===== config.mk =====
export PLATFORM = sky130hd
export DESIGN_NAME = add_and_alu_ops
export DESIGN_NICKNAME = d
export VERILOG_FILES = /design/src/alu_ops_pkg.sv /design/src/alu_unit.sv /design/src/file_ram.sv /design/src/add_and_alu_ops.sv
export VERILOG_INCLUDE_DIRS = /design/src /design/src/src
export SDC_FILE = /design/constraint.sdc
export NUM_CORES = 2
export LEC_CHECK = 0
export ABC_AREA = 1
export CORE_ASPECT_RATIO = 1.1
export CORE_UTILIZATION = 30
export DETAILED_ROUTE_END_ITERATION = 12
export DONT_BUFFER_PORTS = 1
export MAX_ROUTING_LAYER = met4
export PLACE_DENSITY_LB_ADDON = 0.08
export REMOVE_ABC_BUFFERS = 1
export SLEW_MARGIN = 20
export SYNTH_ARGS = -nofsm -noshare
export SYNTH_HDL_FRONTEND = slang
export SYNTH_HIERARCHICAL = 1
export SYNTH_SLANG_ARGS = --single-unit

===== constraint.sdc =====
create_clock -name pclk -period 18.7 [get_ports pclk]
set_clock_uncertainty 0.2 [all_clocks]
set_input_delay 3.74 -clock pclk [delete_from_list [all_inputs] [get_ports pclk]]
set_output_delay 3.74 -clock pclk [all_outputs]
set_load 0.03 [all_outputs]

===== src/alu_ops_cfg.svh =====
/*
  Register map, field positions, reset values and opcode patterns for the
  small three-instruction execution block.
  Assumes it is included by bare name, before the package, and that the
  APB master presents byte addresses of 12 bits.
*/
`ifndef ALU_OPS_CFG_SVH
`define ALU_OPS_CFG_SVH

// ---------------------------------------------------------------
// register byte offsets
// ---------------------------------------------------------------
`define OFF_INSTR 12'h000
`define OFF_WORK 12'h004
`define OFF_STATUS 12'h008
`define OFF_COUNT 12'h00c
`define FILE_BASE_HI 3'h1

// ---------------------------------------------------------------
// status fields
// ---------------------------------------------------------------
`define ST_CARRY 0
`define ST_DIGIT 1
`define ST_ZERO 2
`define ST_BUSY 3
`define ST_UNSUP 4

// ---------------------------------------------------------------
// reset values
// ---------------------------------------------------------------
`define RST_WORK 8'h00
`define RST_INSTR 14'h0000
`define RST_COUNT 16'h0000

// ---------------------------------------------------------------
// opcode patterns
// ---------------------------------------------------------------
`define PAT_ADD_LIT 5'h1f
`define PAT_AND_LIT 6'h39
`define PAT_ADD_REG 6'h07

`endif


===== src/alu_ops_pkg.sv =====
/*
  Types shared by the execution block and its helpers.
  Assumes nothing beyond a SystemVerilog compiler.
*/
`default_nettype none

package alu_ops_pkg;

  // gray codes along idle, q1, q2, q3, q4
  typedef enum logic [2:0] {
    ST_IDLE = 3'h0,
    ST_Q1 = 3'h1,
    ST_Q2 = 3'h3,
    ST_Q3 = 3'h2,
    ST_Q4 = 3'h6
  } phase_t;

  typedef enum logic [1:0] {
    OP_NONE = 2'h0,
    OP_ADD = 2'h1,
    OP_AND = 2'h2
  } alu_op_t;

endpackage : alu_ops_pkg

`default_nettype wire


===== src/alu_unit.sv =====
/*
  Combinational datapath: 8-bit add with carry and digit carry, and AND.
  Assumes operands are held stable by the caller for the process phase.
*/
`default_nettype none

module alu_unit
  import alu_ops_pkg::*;
(
  input wire alu_op_t op,
  input wire logic [7:0] a,
  input wire logic [7:0] b,
  output logic [7:0] y,
  output logic carry,
  output logic digit
);

  wire logic [8:0] sum;
  wire logic [4:0] low_sum;

  assign sum = {1'b0, a} + {1'b0, b};
  assign low_sum = {1'b0, a[3:0]} + {1'b0, b[3:0]};

  always_comb begin
    y = 8'h00;
    carry = 1'b0;
    digit = 1'b0;
    unique case (op)
      OP_ADD: begin
        y = sum[7:0];
        carry = sum[8];
        digit = low_sum[4];
      end
      OP_AND: begin
        y = a & b;
      end
      OP_NONE: begin
        y = 8'h00;
      end
    endcase
  end

endmodule : alu_unit

`default_nettype wire


===== src/file_ram.sv =====
/*
  128 x 8 file register store, synchronous write, asynchronous read.
  Assumes at most one writer per cycle; contents are not reset.
*/
`default_nettype none

module file_ram (
  input wire logic clk,
  input wire logic we,
  input wire logic [6:0] waddr,
  input wire logic [7:0] wdata,
  input wire logic [6:0] raddr,
  output logic [7:0] rdata
);

  logic [7:0] mem [0:127];

  always_ff @(posedge clk) begin
    if (we) begin
      mem[waddr] <= wdata;
    end
  end

  assign rdata = mem[raddr];

endmodule : file_ram

`default_nettype wire


===== src/add_and_alu_ops.sv =====
/*
  Execution block for add-literal, add-register and and-literal, with an
  APB slave for the instruction, work register, status, retired count and
  the 128 file registers.
  Assumes an APB master that holds each request stable until answered;
  the block runs on pclk with asynchronous active-low presetn.
*/
// Added by the designer: the placing of the registers and the APB register port.
`default_nettype none

`include "alu_ops_cfg.svh"

module add_and_alu_ops
  import alu_ops_pkg::*;
(
  input wire logic pclk,
  input wire logic presetn,
  input wire logic psel,
  input wire logic penable,
  input wire logic pwrite,
  input wire logic [11:0] paddr,
  input wire logic [31:0] pwdata,
  output logic [31:0] prdata,
  output logic pready,
  output logic pslverr
);

  // ---------------------------------------------------------------
  // functions
  // ---------------------------------------------------------------
  function automatic alu_op_t decode_op(input logic [13:0] w);
    alu_op_t r;
    r = OP_NONE;
    if (w[13:9] == `PAT_ADD_LIT) begin
      r = OP_ADD;
    end else if (w[13:8] == `PAT_AND_LIT) begin
      r = OP_AND;
    end else if (w[13:8] == `PAT_ADD_REG) begin
      r = OP_ADD;
    end
    return r;
  endfunction : decode_op

  function automatic logic uses_file(input logic [13:0] w);
    return w[13:8] == `PAT_ADD_REG;
  endfunction : uses_file

  function automatic logic is_zero(input logic [7:0] v);
    return v == 8'h00;
  endfunction : is_zero

  // ---------------------------------------------------------------
  // state
  // ---------------------------------------------------------------
  phase_t state_q;
  phase_t state_d;
  logic [13:0] instr_q;
  alu_op_t op_q;
  logic file_src_q;
  logic dest_file_q;
  logic [7:0] opnd_q;
  logic [7:0] res_q;
  logic cout_q;
  logic dcout_q;
  logic [7:0] work_q;
  logic carry_q;
  logic digit_carry_flag_q;
  logic zero_q;
  logic unsup_q;
  logic [15:0] count_q;
  logic [31:0] prdata_q;
  logic pready_q;
  logic pslverr_q;

  // ---------------------------------------------------------------
  // bus decode
  // ---------------------------------------------------------------
  wire logic busy;
  wire logic answer;
  wire logic done;
  wire logic wr_done;
  wire logic sel_instr;
  wire logic sel_work;
  wire logic sel_status;
  wire logic sel_count;
  wire logic sel_file;
  wire logic mapped;
  wire logic [6:0] bus_faddr;

  assign busy = state_q != ST_IDLE;
  // any access waits for idle, so bus and core never touch one
  // register in the same cycle; the wait is at most four cycles
  assign answer = psel & penable & ~pready_q & ~busy;
  assign done = psel & penable & pready_q;
  assign wr_done = done & pwrite;

  assign sel_instr = paddr == `OFF_INSTR;
  assign sel_work = paddr == `OFF_WORK;
  assign sel_status = paddr == `OFF_STATUS;
  assign sel_count = paddr == `OFF_COUNT;
  assign sel_file = (paddr[11:9] == `FILE_BASE_HI) &
                    (paddr[1:0] == 2'h0);
  assign mapped = sel_instr | sel_work | sel_status | sel_count |
                  sel_file;
  assign bus_faddr = paddr[8:2];

  // ---------------------------------------------------------------
  // instruction fields
  // ---------------------------------------------------------------
  wire logic launch;
  wire alu_op_t dec_op;
  wire logic dec_file;
  wire logic dec_dest;
  wire logic [6:0] instr_faddr;
  wire logic [7:0] literal;

  assign launch = wr_done & sel_instr;
  assign dec_op = decode_op(instr_q);
  assign dec_file = uses_file(instr_q);
  assign dec_dest = dec_file & instr_q[7];
  assign instr_faddr = instr_q[6:0];
  assign literal = instr_q[7:0];

  // ---------------------------------------------------------------
  // phase sequencer
  // ---------------------------------------------------------------
  always_comb begin
    state_d = state_q;
    unique case (state_q)
      ST_IDLE: begin
        if (launch) begin
          state_d = ST_Q1;
        end
      end
      ST_Q1: begin
        state_d = ST_Q2;
      end
      ST_Q2: begin
        state_d = ST_Q3;
      end
      ST_Q3: begin
        state_d = ST_Q4;
      end
      ST_Q4: begin
        state_d = ST_IDLE;
      end
      default: begin
        state_d = ST_IDLE;
      end
    endcase
  end

  always_ff @(posedge pclk or negedge presetn) begin
    if (!presetn) begin
      state_q <= ST_IDLE;
    end else begin
      state_q <= state_d;
    end
  end

  wire logic in_q1;
  wire logic in_q2;
  wire logic in_q3;
  wire logic in_q4;

  assign in_q1 = state_q == ST_Q1;
  assign in_q2 = state_q == ST_Q2;
  assign in_q3 = state_q == ST_Q3;
  assign in_q4 = state_q == ST_Q4;

  // ---------------------------------------------------------------
  // file registers and datapath
  // ---------------------------------------------------------------
  wire logic [7:0] file_rdata;
  wire logic [6:0] file_raddr;
  wire logic file_we;
  wire logic [6:0] file_waddr;
  wire logic [7:0] file_wdata;
  wire logic core_to_file;
  wire logic core_to_work;
  wire logic [7:0] alu_y;
  wire logic alu_c;
  wire logic alu_digit;

  assign file_raddr = busy ? instr_faddr : bus_faddr;
  assign core_to_file = in_q4 & (op_q != OP_NONE) & dest_file_q;
  assign core_to_work = in_q4 & (op_q != OP_NONE) & ~dest_file_q;
  assign file_we = core_to_file | (wr_done & sel_file);
  assign file_waddr = core_to_file ? instr_faddr : bus_faddr;
  assign file_wdata = core_to_file ? res_q : pwdata[7:0];

  file_ram u_file (
    .clk(pclk),
    .we(file_we),
    .waddr(file_waddr),
    .wdata(file_wdata),
    .raddr(file_raddr),
    .rdata(file_rdata)
  );

  alu_unit u_alu (
    .op(op_q),
    .a(work_q),
    .b(opnd_q),
    .y(alu_y),
    .carry(alu_c),
    .digit(alu_digit)
  );

  // ---------------------------------------------------------------
  // instruction register and decode latch
  // ---------------------------------------------------------------
  always_ff @(posedge pclk or negedge presetn) begin
    if (!presetn) begin
      instr_q <= `RST_INSTR;
    end else if (launch) begin
      instr_q <= pwdata[13:0];
    end
  end

  always_ff @(posedge pclk or negedge presetn) begin
    if (!presetn) begin
      op_q <= OP_NONE;
      file_src_q <= 1'b0;
      dest_file_q <= 1'b0;
    end else if (in_q1) begin
      op_q <= dec_op;
      file_src_q <= dec_file;
      dest_file_q <= dec_dest;
    end
  end

  // operand read: literal or addressed file register
  always_ff @(posedge pclk or negedge presetn) begin
    if (!presetn) begin
      opnd_q <= 8'h00;
    end else if (in_q2) begin
      opnd_q <= file_src_q ? file_rdata : literal;
    end
  end

  always_ff @(posedge pclk or negedge presetn) begin
    if (!presetn) begin
      res_q <= 8'h00;
      cout_q <= 1'b0;
      dcout_q <= 1'b0;
    end else if (in_q3) begin
      res_q <= alu_y;
      cout_q <= alu_c;
      dcout_q <= alu_digit;
    end
  end

  // ---------------------------------------------------------------
  // work register and flags
  // ---------------------------------------------------------------
  wire logic flag_wr;
  wire logic upd_arith;
  wire logic upd_zero;

  assign flag_wr = wr_done & sel_status;
  assign upd_arith = in_q4 & (op_q == OP_ADD);
  // and-literal touches only zero, carry pair is left alone
  assign upd_zero = in_q4 & (op_q != OP_NONE);

  always_ff @(posedge pclk or negedge presetn) begin
    if (!presetn) begin
      work_q <= `RST_WORK;
    end else if (core_to_work) begin
      work_q <= res_q;
    end else if (wr_done & sel_work) begin
      work_q <= pwdata[7:0];
    end
  end

  always_ff @(posedge pclk or negedge presetn) begin
    if (!presetn) begin
      carry_q <= 1'b0;
      digit_carry_flag_q <= 1'b0;
    end else if (upd_arith) begin
      carry_q <= cout_q;
      digit_carry_flag_q <= dcout_q;
    end else if (flag_wr) begin
      carry_q <= pwdata[`ST_CARRY];
      digit_carry_flag_q <= pwdata[`ST_DIGIT];
    end
  end

  always_ff @(posedge pclk or negedge presetn) begin
    if (!presetn) begin
      zero_q <= 1'b0;
    end else if (upd_zero) begin
      zero_q <= is_zero(res_q);
    end else if (flag_wr) begin
      zero_q <= pwdata[`ST_ZERO];
    end
  end

  // sticky mark for a word that is none of the three; it runs as a
  // four-phase no-op. set beats a write-one clear.
  always_ff @(posedge pclk or negedge presetn) begin
    if (!presetn) begin
      unsup_q <= 1'b0;
    end else if (in_q1 & (dec_op == OP_NONE)) begin
      unsup_q <= 1'b1;
    end else if (flag_wr & pwdata[`ST_UNSUP]) begin
      unsup_q <= 1'b0;
    end
  end

  always_ff @(posedge pclk or negedge presetn) begin
    if (!presetn) begin
      count_q <= `RST_COUNT;
    end else if (in_q4) begin
      count_q <= count_q + 16'h0001;
    end
  end

  // ---------------------------------------------------------------
  // read mux and answer
  // ---------------------------------------------------------------
  wire logic [31:0] status_word;
  wire logic [31:0] read_mux;

  assign status_word = {27'h0000000, unsup_q, busy, zero_q,
                        digit_carry_flag_q, carry_q};
  assign read_mux = sel_instr ? {18'h00000, instr_q} :
                    sel_work ? {24'h000000, work_q} :
                    sel_status ? status_word :
                    sel_count ? {16'h0000, count_q} :
                    sel_file ? {24'h000000, file_rdata} :
                    32'h00000000;

  // pready rises in the second access cycle when idle; one wait state buys a
  // registered answer
  always_ff @(posedge pclk or negedge presetn) begin
    if (!presetn) begin
      pready_q <= 1'b0;
      pslverr_q <= 1'b0;
      prdata_q <= 32'h00000000;
    end else begin
      pready_q <= answer;
      pslverr_q <= answer & ~mapped;
      if (answer) begin
        prdata_q <= pwrite ? 32'h00000000 : read_mux;
      end
    end
  end

  assign prdata = prdata_q;
  assign pready = pready_q;
  assign pslverr = pslverr_q;

endmodule : add_and_alu_ops

`default_nettype wire


### Word level (Yosys, flattened, before mapping)

Memory sizes are Yosys's and may differ from the RTL's.
Cells that the tools add are included.

| storage, ports and cells | value |
|---|---|
| register bits | 101 |
| output and inout port bits | 34 |
| memories | 1 |
| bits of input ports | 49 |
| RAM bits | 1024 |

Memory list:

| memory | words | width | read ports | clocked after memory_dff | write ports | line | RTL |
|---|---|---|---|---|---|---|---|
| u_file.mem | 128 | 8 | 1 | 0 | 1 | file_ram.sv:16 | `logic [7:0] mem [0:127];` |

| operators by class | value |
|---|---|
| add/subtract/negate cells | 3 |
| eq/ne operators | 14 |
| reductions and logical operators | 12 |
| multiplexer cells | 30 |
| bitwise logic cells | 28 |

Operators with widths:

| kind | number |
|---|---|
| $mux W16 | 5 |
| $mux W8 | 5 |
| $eq A12 B4 Y1 const B | 2 |
| $pmux W8 S3 | 1 |
| $and A1 B1 Y1 | 18 |
| $add A16 B1 Y16 const B | 1 |
| $mux W7 | 2 |
| $mux W1 | 13 |
| $eq A12 B3 Y1 const B | 1 |
| $logic_not A12 Y1 | 1 |
| $pmux W3 S4 | 1 |
| $reduce_bool A2 Y1 | 5 |
| $add A8 B8 Y9 | 1 |
| $and A8 B8 Y8 | 1 |
| $logic_not A8 Y1 | 1 |
| $eq A3 B1 Y1 const B | 2 |
| $eq A3 B2 Y1 const B | 2 |
| $eq A6 B3 Y1 const B | 1 |
| $eq A6 B6 Y1 const B | 1 |
| $logic_not A2 Y1 | 3 |
| $add A4 B4 Y5 | 1 |
| $eq A5 B5 Y1 const B | 1 |
| $or A1 B1 Y1 | 5 |
| $mux W2 | 2 |
| 8 further kinds | 11 |

### Logic depth before layout (Yosys ltp)

An unclocked memory read counts as a cell.

| logic depth | value |
|---|---|
| depth after elaboration | 9 |
| gate-level depth with buffers | 25 |
| mapped depth without buffers | 22 |

### Hierarchy

Netlist, hierarchy kept.

Modules (own cells, without submodules):

| module | cells each | instances | seq. area each (µm²) | area an instance (µm²) |
|---|---|---|---|---|
| file_ram | 3567 | 1 | 30749.5 | 41944.0 |
| add_and_alu_ops | 599 | 1 | 2127.0 | 4533.1 |
| alu_unit | 88 | 1 | 0.0 | 454.2 |

### Worst setup path before layout

Ideal clock, no wire load.

| path | value |
|---|---|
| path type | input to register |
| from | input pwdata[0] |
| to | memory u_file.mem[0][0] (data pin) |
| buffers on the path | 0 |
| data required time | 17.303 ns |
| setup time | 1.197 ns |
| setup slack | 11.118 ns |
| stages on the path | 2 |
| data arrival time | 6.185 ns |
| cells stage by stage | nand2_1 -> o21ai_0 |

| between the ends | value |
|---|---|
| cells in the longest elaborated chain, start to end | 1 |

Ends and longest elaborated chain:

| element | line | RTL |
|---|---|---|
| start, declared | add_and_alu_ops.sv:22 | `input wire logic [31:0] pwdata,` |
| $mux W8 | add_and_alu_ops.sv:190 | `assign file_wdata = core_to_file ? res_q : pwdata[7:0];` |
| net file_wdata[0] | add_and_alu_ops.sv:178 | `wire logic [7:0] file_wdata;` |
| end, declared | file_ram.sv:16 |  |

The timed path passes the listed nets, and every way through them passes these cells.

### Final worst setup path

| path | value |
|---|---|
| from | input paddr[2] |
| to | register prdata_q[7] (netlist: prdata[7]) |

| between the ends | value |
|---|---|
| cells in the longest elaborated chain, start to end | 8 |
| elaborated cells on any way between the ends | 12 |
| classes of those cells | 3 x eq/ne; 7 x mux; 1 x reduce/logical; 1 x memory |

Ends and longest elaborated chain:

| element | line | RTL |
|---|---|---|
| start, declared | add_and_alu_ops.sv:21 | `input wire logic [11:0] paddr,` |
| $mux W7 | add_and_alu_ops.sv:185 | `assign file_raddr = busy ? instr_faddr : bus_faddr;` |
| net file_raddr[0] | add_and_alu_ops.sv:175 | `wire logic [6:0] file_raddr;` |
| $mem_v2 Z128 W8 | n/a |  |
| net file_rdata[7] | add_and_alu_ops.sv:174 | `wire logic [7:0] file_rdata;` |
| $mux W8 | add_and_alu_ops.sv:331 | `sel_file ? {24'h000000, file_rdata} :` |
| $mux W16 | add_and_alu_ops.sv:330 | `sel_count ? {16'h0000, count_q} :` |
| $mux W16 | add_and_alu_ops.sv:329 | `sel_status ? status_word :` |
| $mux W16 | add_and_alu_ops.sv:328 | `sel_work ? {24'h000000, work_q} :` |
| $mux W16 | add_and_alu_ops.sv:327 | `assign read_mux = sel_instr ? {18'h00000, instr_q} :` |
| $mux W16 | add_and_alu_ops.sv:345 | `prdata_q <= pwrite ? 32'h00000000 : read_mux;` |
| end signal, assigned | add_and_alu_ops.sv:345 |  |
| end, declared | add_and_alu_ops.sv:71 | `logic [31:0] prdata_q;` |

The timed path passes the listed nets, and every way through them passes these cells.
A chain may end at the register's enable or synchronous reset.

==> summary.md <==
| Metric | Value |
|---|---|
| Util after Layout | 33.85% |
| Final net count | between 4000 and 5000 |
| Root buf cell | clkbuf_16 |
| Final hold slack | 0.2803 ns |
| Die area | approximately 160000 um2 |
| Final hold vios | 0 |
| DR DRC count | 0 |
| Worst setup EP type | flip-flop |
| Fmax | ~0.12 GHz |
| FF-to-FF setup slack | around 12 ns |
| Logic pwr share | approximately 6% |
| Design Power | 0.005288 W |
| RR Endpoint | prdata[7]$_DFFE_PN0P_ |
| Clock Power Share | a little over two fifths |
| HP Class | reg -> reg |
| Initial DRT Pass Iterations | 5 |
| Final Wtd Congestion | 0.8093 |
| First-pass GRT wire length | around 210000 um |
| Pin slew with the least headroom to its limit | roughly 1.1 ns |
| Yosys Warn Count | 6 |
| Cell Area, Synth | 46930 um2 |
| Largest net degree at the start of global routing | between 150 and 200 |
| Pleak | 18.80 nW |
| Fillers | around 16000 |
| CTS tree | built |
| Grt ovf | 0 |
| First DRT Iteration DRCs | slightly above 2000 |
| Clk pin slew, worst setup/hold paths | 0.06 ns |
| Slew Limit Fails | 0 |
| Worst r2r src | state_q[2]$_DFFE_PN0P_ |
| Hold depth | 2 |
| Num ports | 83 |
| Slowest CP cell | buf_4 |
| Startpoint types | primary input |
| Row Count | 151 |
| Setup TNS Final | 0 ns |
| Initial antenna violation count | 0 |
| Worst-Skew Late Latency | roughly 0.75 ns |
| FF+latch count, synth | ~1100 |
| Sw frac | between 20% and 30% |
| Status | finished clean |
| Total track usage | a little under a fifth |
| TritonCTS Buffers | between 100 and 150 |
| Initial Util | 30.37% |
| Number of global-route vias before repair | around 30000 |
| Post-DR wirelength/cell | around 23 um |
| VDD IR-drop max | around 0.070 mV |
| Die width | 379.1 um |
| Hold endpoint | count_q[14]$_DFFE_PN0N_ |
| Drt total wl | ~140000 um |
| Core Region | 154500 um2 |
| DRT antenna net count | 0 |
| Hold Path Origin | count_q[14]$_DFFE_PN0N_ |
| CP Cell Sequence | nand2_1 > o21ai_4 > buf_12 > inv_16 > buf_4 > buf_4 > buf_4 > nand2_1 > nand3_1 > nand3_1 > nand3_1 > nand2_1 > nand2_1 > nand3_1 > nand2_1 > nand2_1 > nand2_1 > nand2_1 > nand2_1 > o21ai_0 > nand3_1 > nand2_1 > nand2_1 |
| Antenna Cells | 0 |
| Syn_area_per_cell | about 11 um2 |
| Pint | between 0.004 and 0.005 W |
| Total number of vias | 30398 |
| WP buf/inv | 5 |
| Cell count after synthesis | 4254 |
| Buffers on Ports | 0 |
| Fin cells | 6343 |
| MaxCap Viol Count | 0 |
| Fin crit share | a little under half |
| Post-CTS Resized | 0 |
| Crit path max fanout | 162 |
| Crit path max-delay family | buffers and inverters |
| Unique masters post-synth | 38 |
| Worst Path Required | ~19 ns |
| Power per cell area | between 100 and 150 nW/um2 |
| Reg power frac | approximately half |
| RSZ-0062 raised after global routing | false |
| Placed Instances | a little over 6000 |
| CTS max path bufs | 3 |
| Sink Count | roughly 1100 |
| Layout cells sized above 1 | 5.633% |
| Vias per inst | ~4.8 |
| Switch Pwr | between 0.001 and 0.0015 W |
| # setup viols final | 0 |
| Setup CP Type | in -> reg |
| Area growth syn-to-layout | 11.46% |
| Minimum clock period | 8.462 ns |
| Post-CTS Setup Inserts | 0 |
| Post-DP HPWL | between 80000 and 90000 um |
| Post-synthesis sequential area ratio | a little over two thirds |
| Max incr delay on CP | between 0.7 and 0.8 ns |
| Hold-fix buffers, CTS | 0 |
| Worst EP arrival | between 8 and 9 ns |
| Normalized max-slew margin | between 20% and 30% |
| Die height | around 420 um |
| Most used cell, CP | nand2_1 |
| R2R depth | 25 |
| H-Tree Depth | 3 |
==> power by group through the flow <==
| stage | registers, W | logic [W] | clock network, W |
|---|---|---|---|
| 2_1_floorplan | 0.00278 | 0.000283 | 0 |
| 3_3_place_gp | 0.00277 | 0.000317 | 0 |
| 3_5_place_dp | 0.00277 | 0.000318 | 0 |
| 4_1_cts | 0.00271 | 0.000318 | 0.00233 |
| 5_1_grt | 0.00271 | 0.000344 | 0.00242 |
| 6_report | 0.00271 | 0.000312 | 0.00226 |
==> worst register-to-register path: cells and delay by family, from the launching register on <==
family / cells / cell delay [ns]
simple gates: 17 / 2.41
flops: 1 / 0.46
buf+inv: 6 / 3.22
compound gates: 2 / 0.19
==> cell usage in the layout, fill, tap and decap left out, types with 8 or more instances in the layout <==
cell | Yosys | layout
o21ai_4 | 0 | 12
xor2_1 | 12 | 12
nor2_1 | 189 | 185
edfxtp_1 | 1024 | 1024
clkinv_2 | 0 | 12
a21oi_1 | 23 | 23
a31oi_1 | 8 | 8
nand3_1 | 970 | 970
nand2_1 | 1411 | 1411
nor2_2 | 4 | 8
clkinv_1 | 1 | 36
o22ai_1 | 8 | 8
inv_1 | 116 | 114
dfrtp_1 | 85 | 85
o21ai_0 | 73 | 59
clkbuf_16 | 0 | 121
ha_1 | 9 | 9
nor3_1 | 17 | 16
conb_1 | 1 | 16
clkbuf_1 | 44 | 42
buf_4 | 57 | 51
==> synth_stat cells <==
library cell	instances	share of area (%)
nand2_1	1411	11
clkbuf_1	44	0.35
buf_1	15	0.12
conb_1	1	0.0080
nor3_1	17	0.18
a21oi_2	1	0.019
dfrtp_1	85	4.5
o21ai_2	1	0.019
nor2_1	189	1.5
nand3_2	1	0.021
clkinv_1	1	0.0080
nor2_4	2	0.048
a31oi_1	8	0.11
o21ai_1	3	0.032
inv_1	116	0.93
buf_2	128	1.4
nand3_4	2	0.075
inv_2	6	0.048
o21a_1	1	0.016
o21ai_0	73	0.78
nor3_2	1	0.021
buf_4	57	0.91
xnor2_1	2	0.037
a31o_2	1	0.019
nand3_1	970	10
o22ai_1	8	0.11
nand3b_1	4	0.064
a21oi_1	23	0.25
ha_1	9	0.24
nand2_2	1	0.013
buf_6	23	0.55
a21oi_4	1	0.035
inv_8	1	0.024
nand4_1	7	0.093
fa_1	1	0.043
xor2_1	12	0.22
edfxtp_1	1024	66
nor2_2	4	0.053
==> how the worst max path moves through the flow <==
stage                                      start                    end  slack [ns]  cells after the start
final                                   paddr[2]  prdata[7]$_DFFE_PN0P_       10.24                     23
after global routing                    paddr[2]  prdata[7]$_DFFE_PN0P_        9.79                     23
after CTS                               paddr[3]  prdata[7]$_DFFE_PN0P_       10.13                     22
after detailed placement                paddr[3]  prdata[7]$_DFFE_PN0P_        9.32                     22
after global placement                  paddr[3]  prdata[7]$_DFFE_PN0P_        9.25                     22
after floorplan           state_q[2]$_DFFE_PN0P_  prdata[7]$_DFFE_PN0P_      -23.72                     21
==> kinds of logic (layout without fill, tap and decap cells) <==
family | count (synthesis) | in the layout | synth area share [%]
AOI/OAI and AO/OA | 120 | 120 | 1.376
buffers and inverters | 391 | 400 | 4.308
other | 1 | 16 | 0.007990
DFF | 1109 | 1109 | 70.05
adders and majority gates | 10 | 10 | 0.2826
xor gates and xnor gates | 14 | 14 | 0.2613
and+or+nand+nor | 2609 | 2609 | 23.71
==> layer usage <==
layer	share of wire, %	up-vias	global-route usage, %	wire length (um)
li1	-	14557	-	-
met1	46	15092	25.37	66830
met2	47	566	29.39	68600
met3	3.9	183	2.229	5586
met4	2.5	0	5.700	3659
met5	0	-	-	0
==> flip-flops by register name (all words and copies together), names as in the netlist, 2 cells and up <==
register,flops
state_q,3
res_q,8
opnd_q,8
work_q,8
prdata,16
u_file/mem,1024
op_q,2
count_q,16
instr_q,14
==> cell type report <==
type / instances / area (um2) / share of cell area, %
Sequential cell: 1109 / 32880 / 62.85
Multi-Input combinational cell: 2769 / 12240 / 23.40
Clock buffer: 163 / 3186 / 6.090
Tap cell: 2065 / 2584 / 4.939
Inverter: 124 / 491.7 / 0.9400
Timing Repair Buffer: 56 / 483.0 / 0.9233
Clock inverter: 57 / 446.7 / 0.8539
==> per-stage QoR <==
step,cell area [um2],setup WS (ns)
2_1_floorplan,45440,-23.72
3_3_place_gp,48650,9.249
3_5_place_dp,48650,9.319
4_1_cts,52280,10.13
5_1_grt,52310,9.791
6_report,52310,10.24
(Power assumes the default switching activity.)
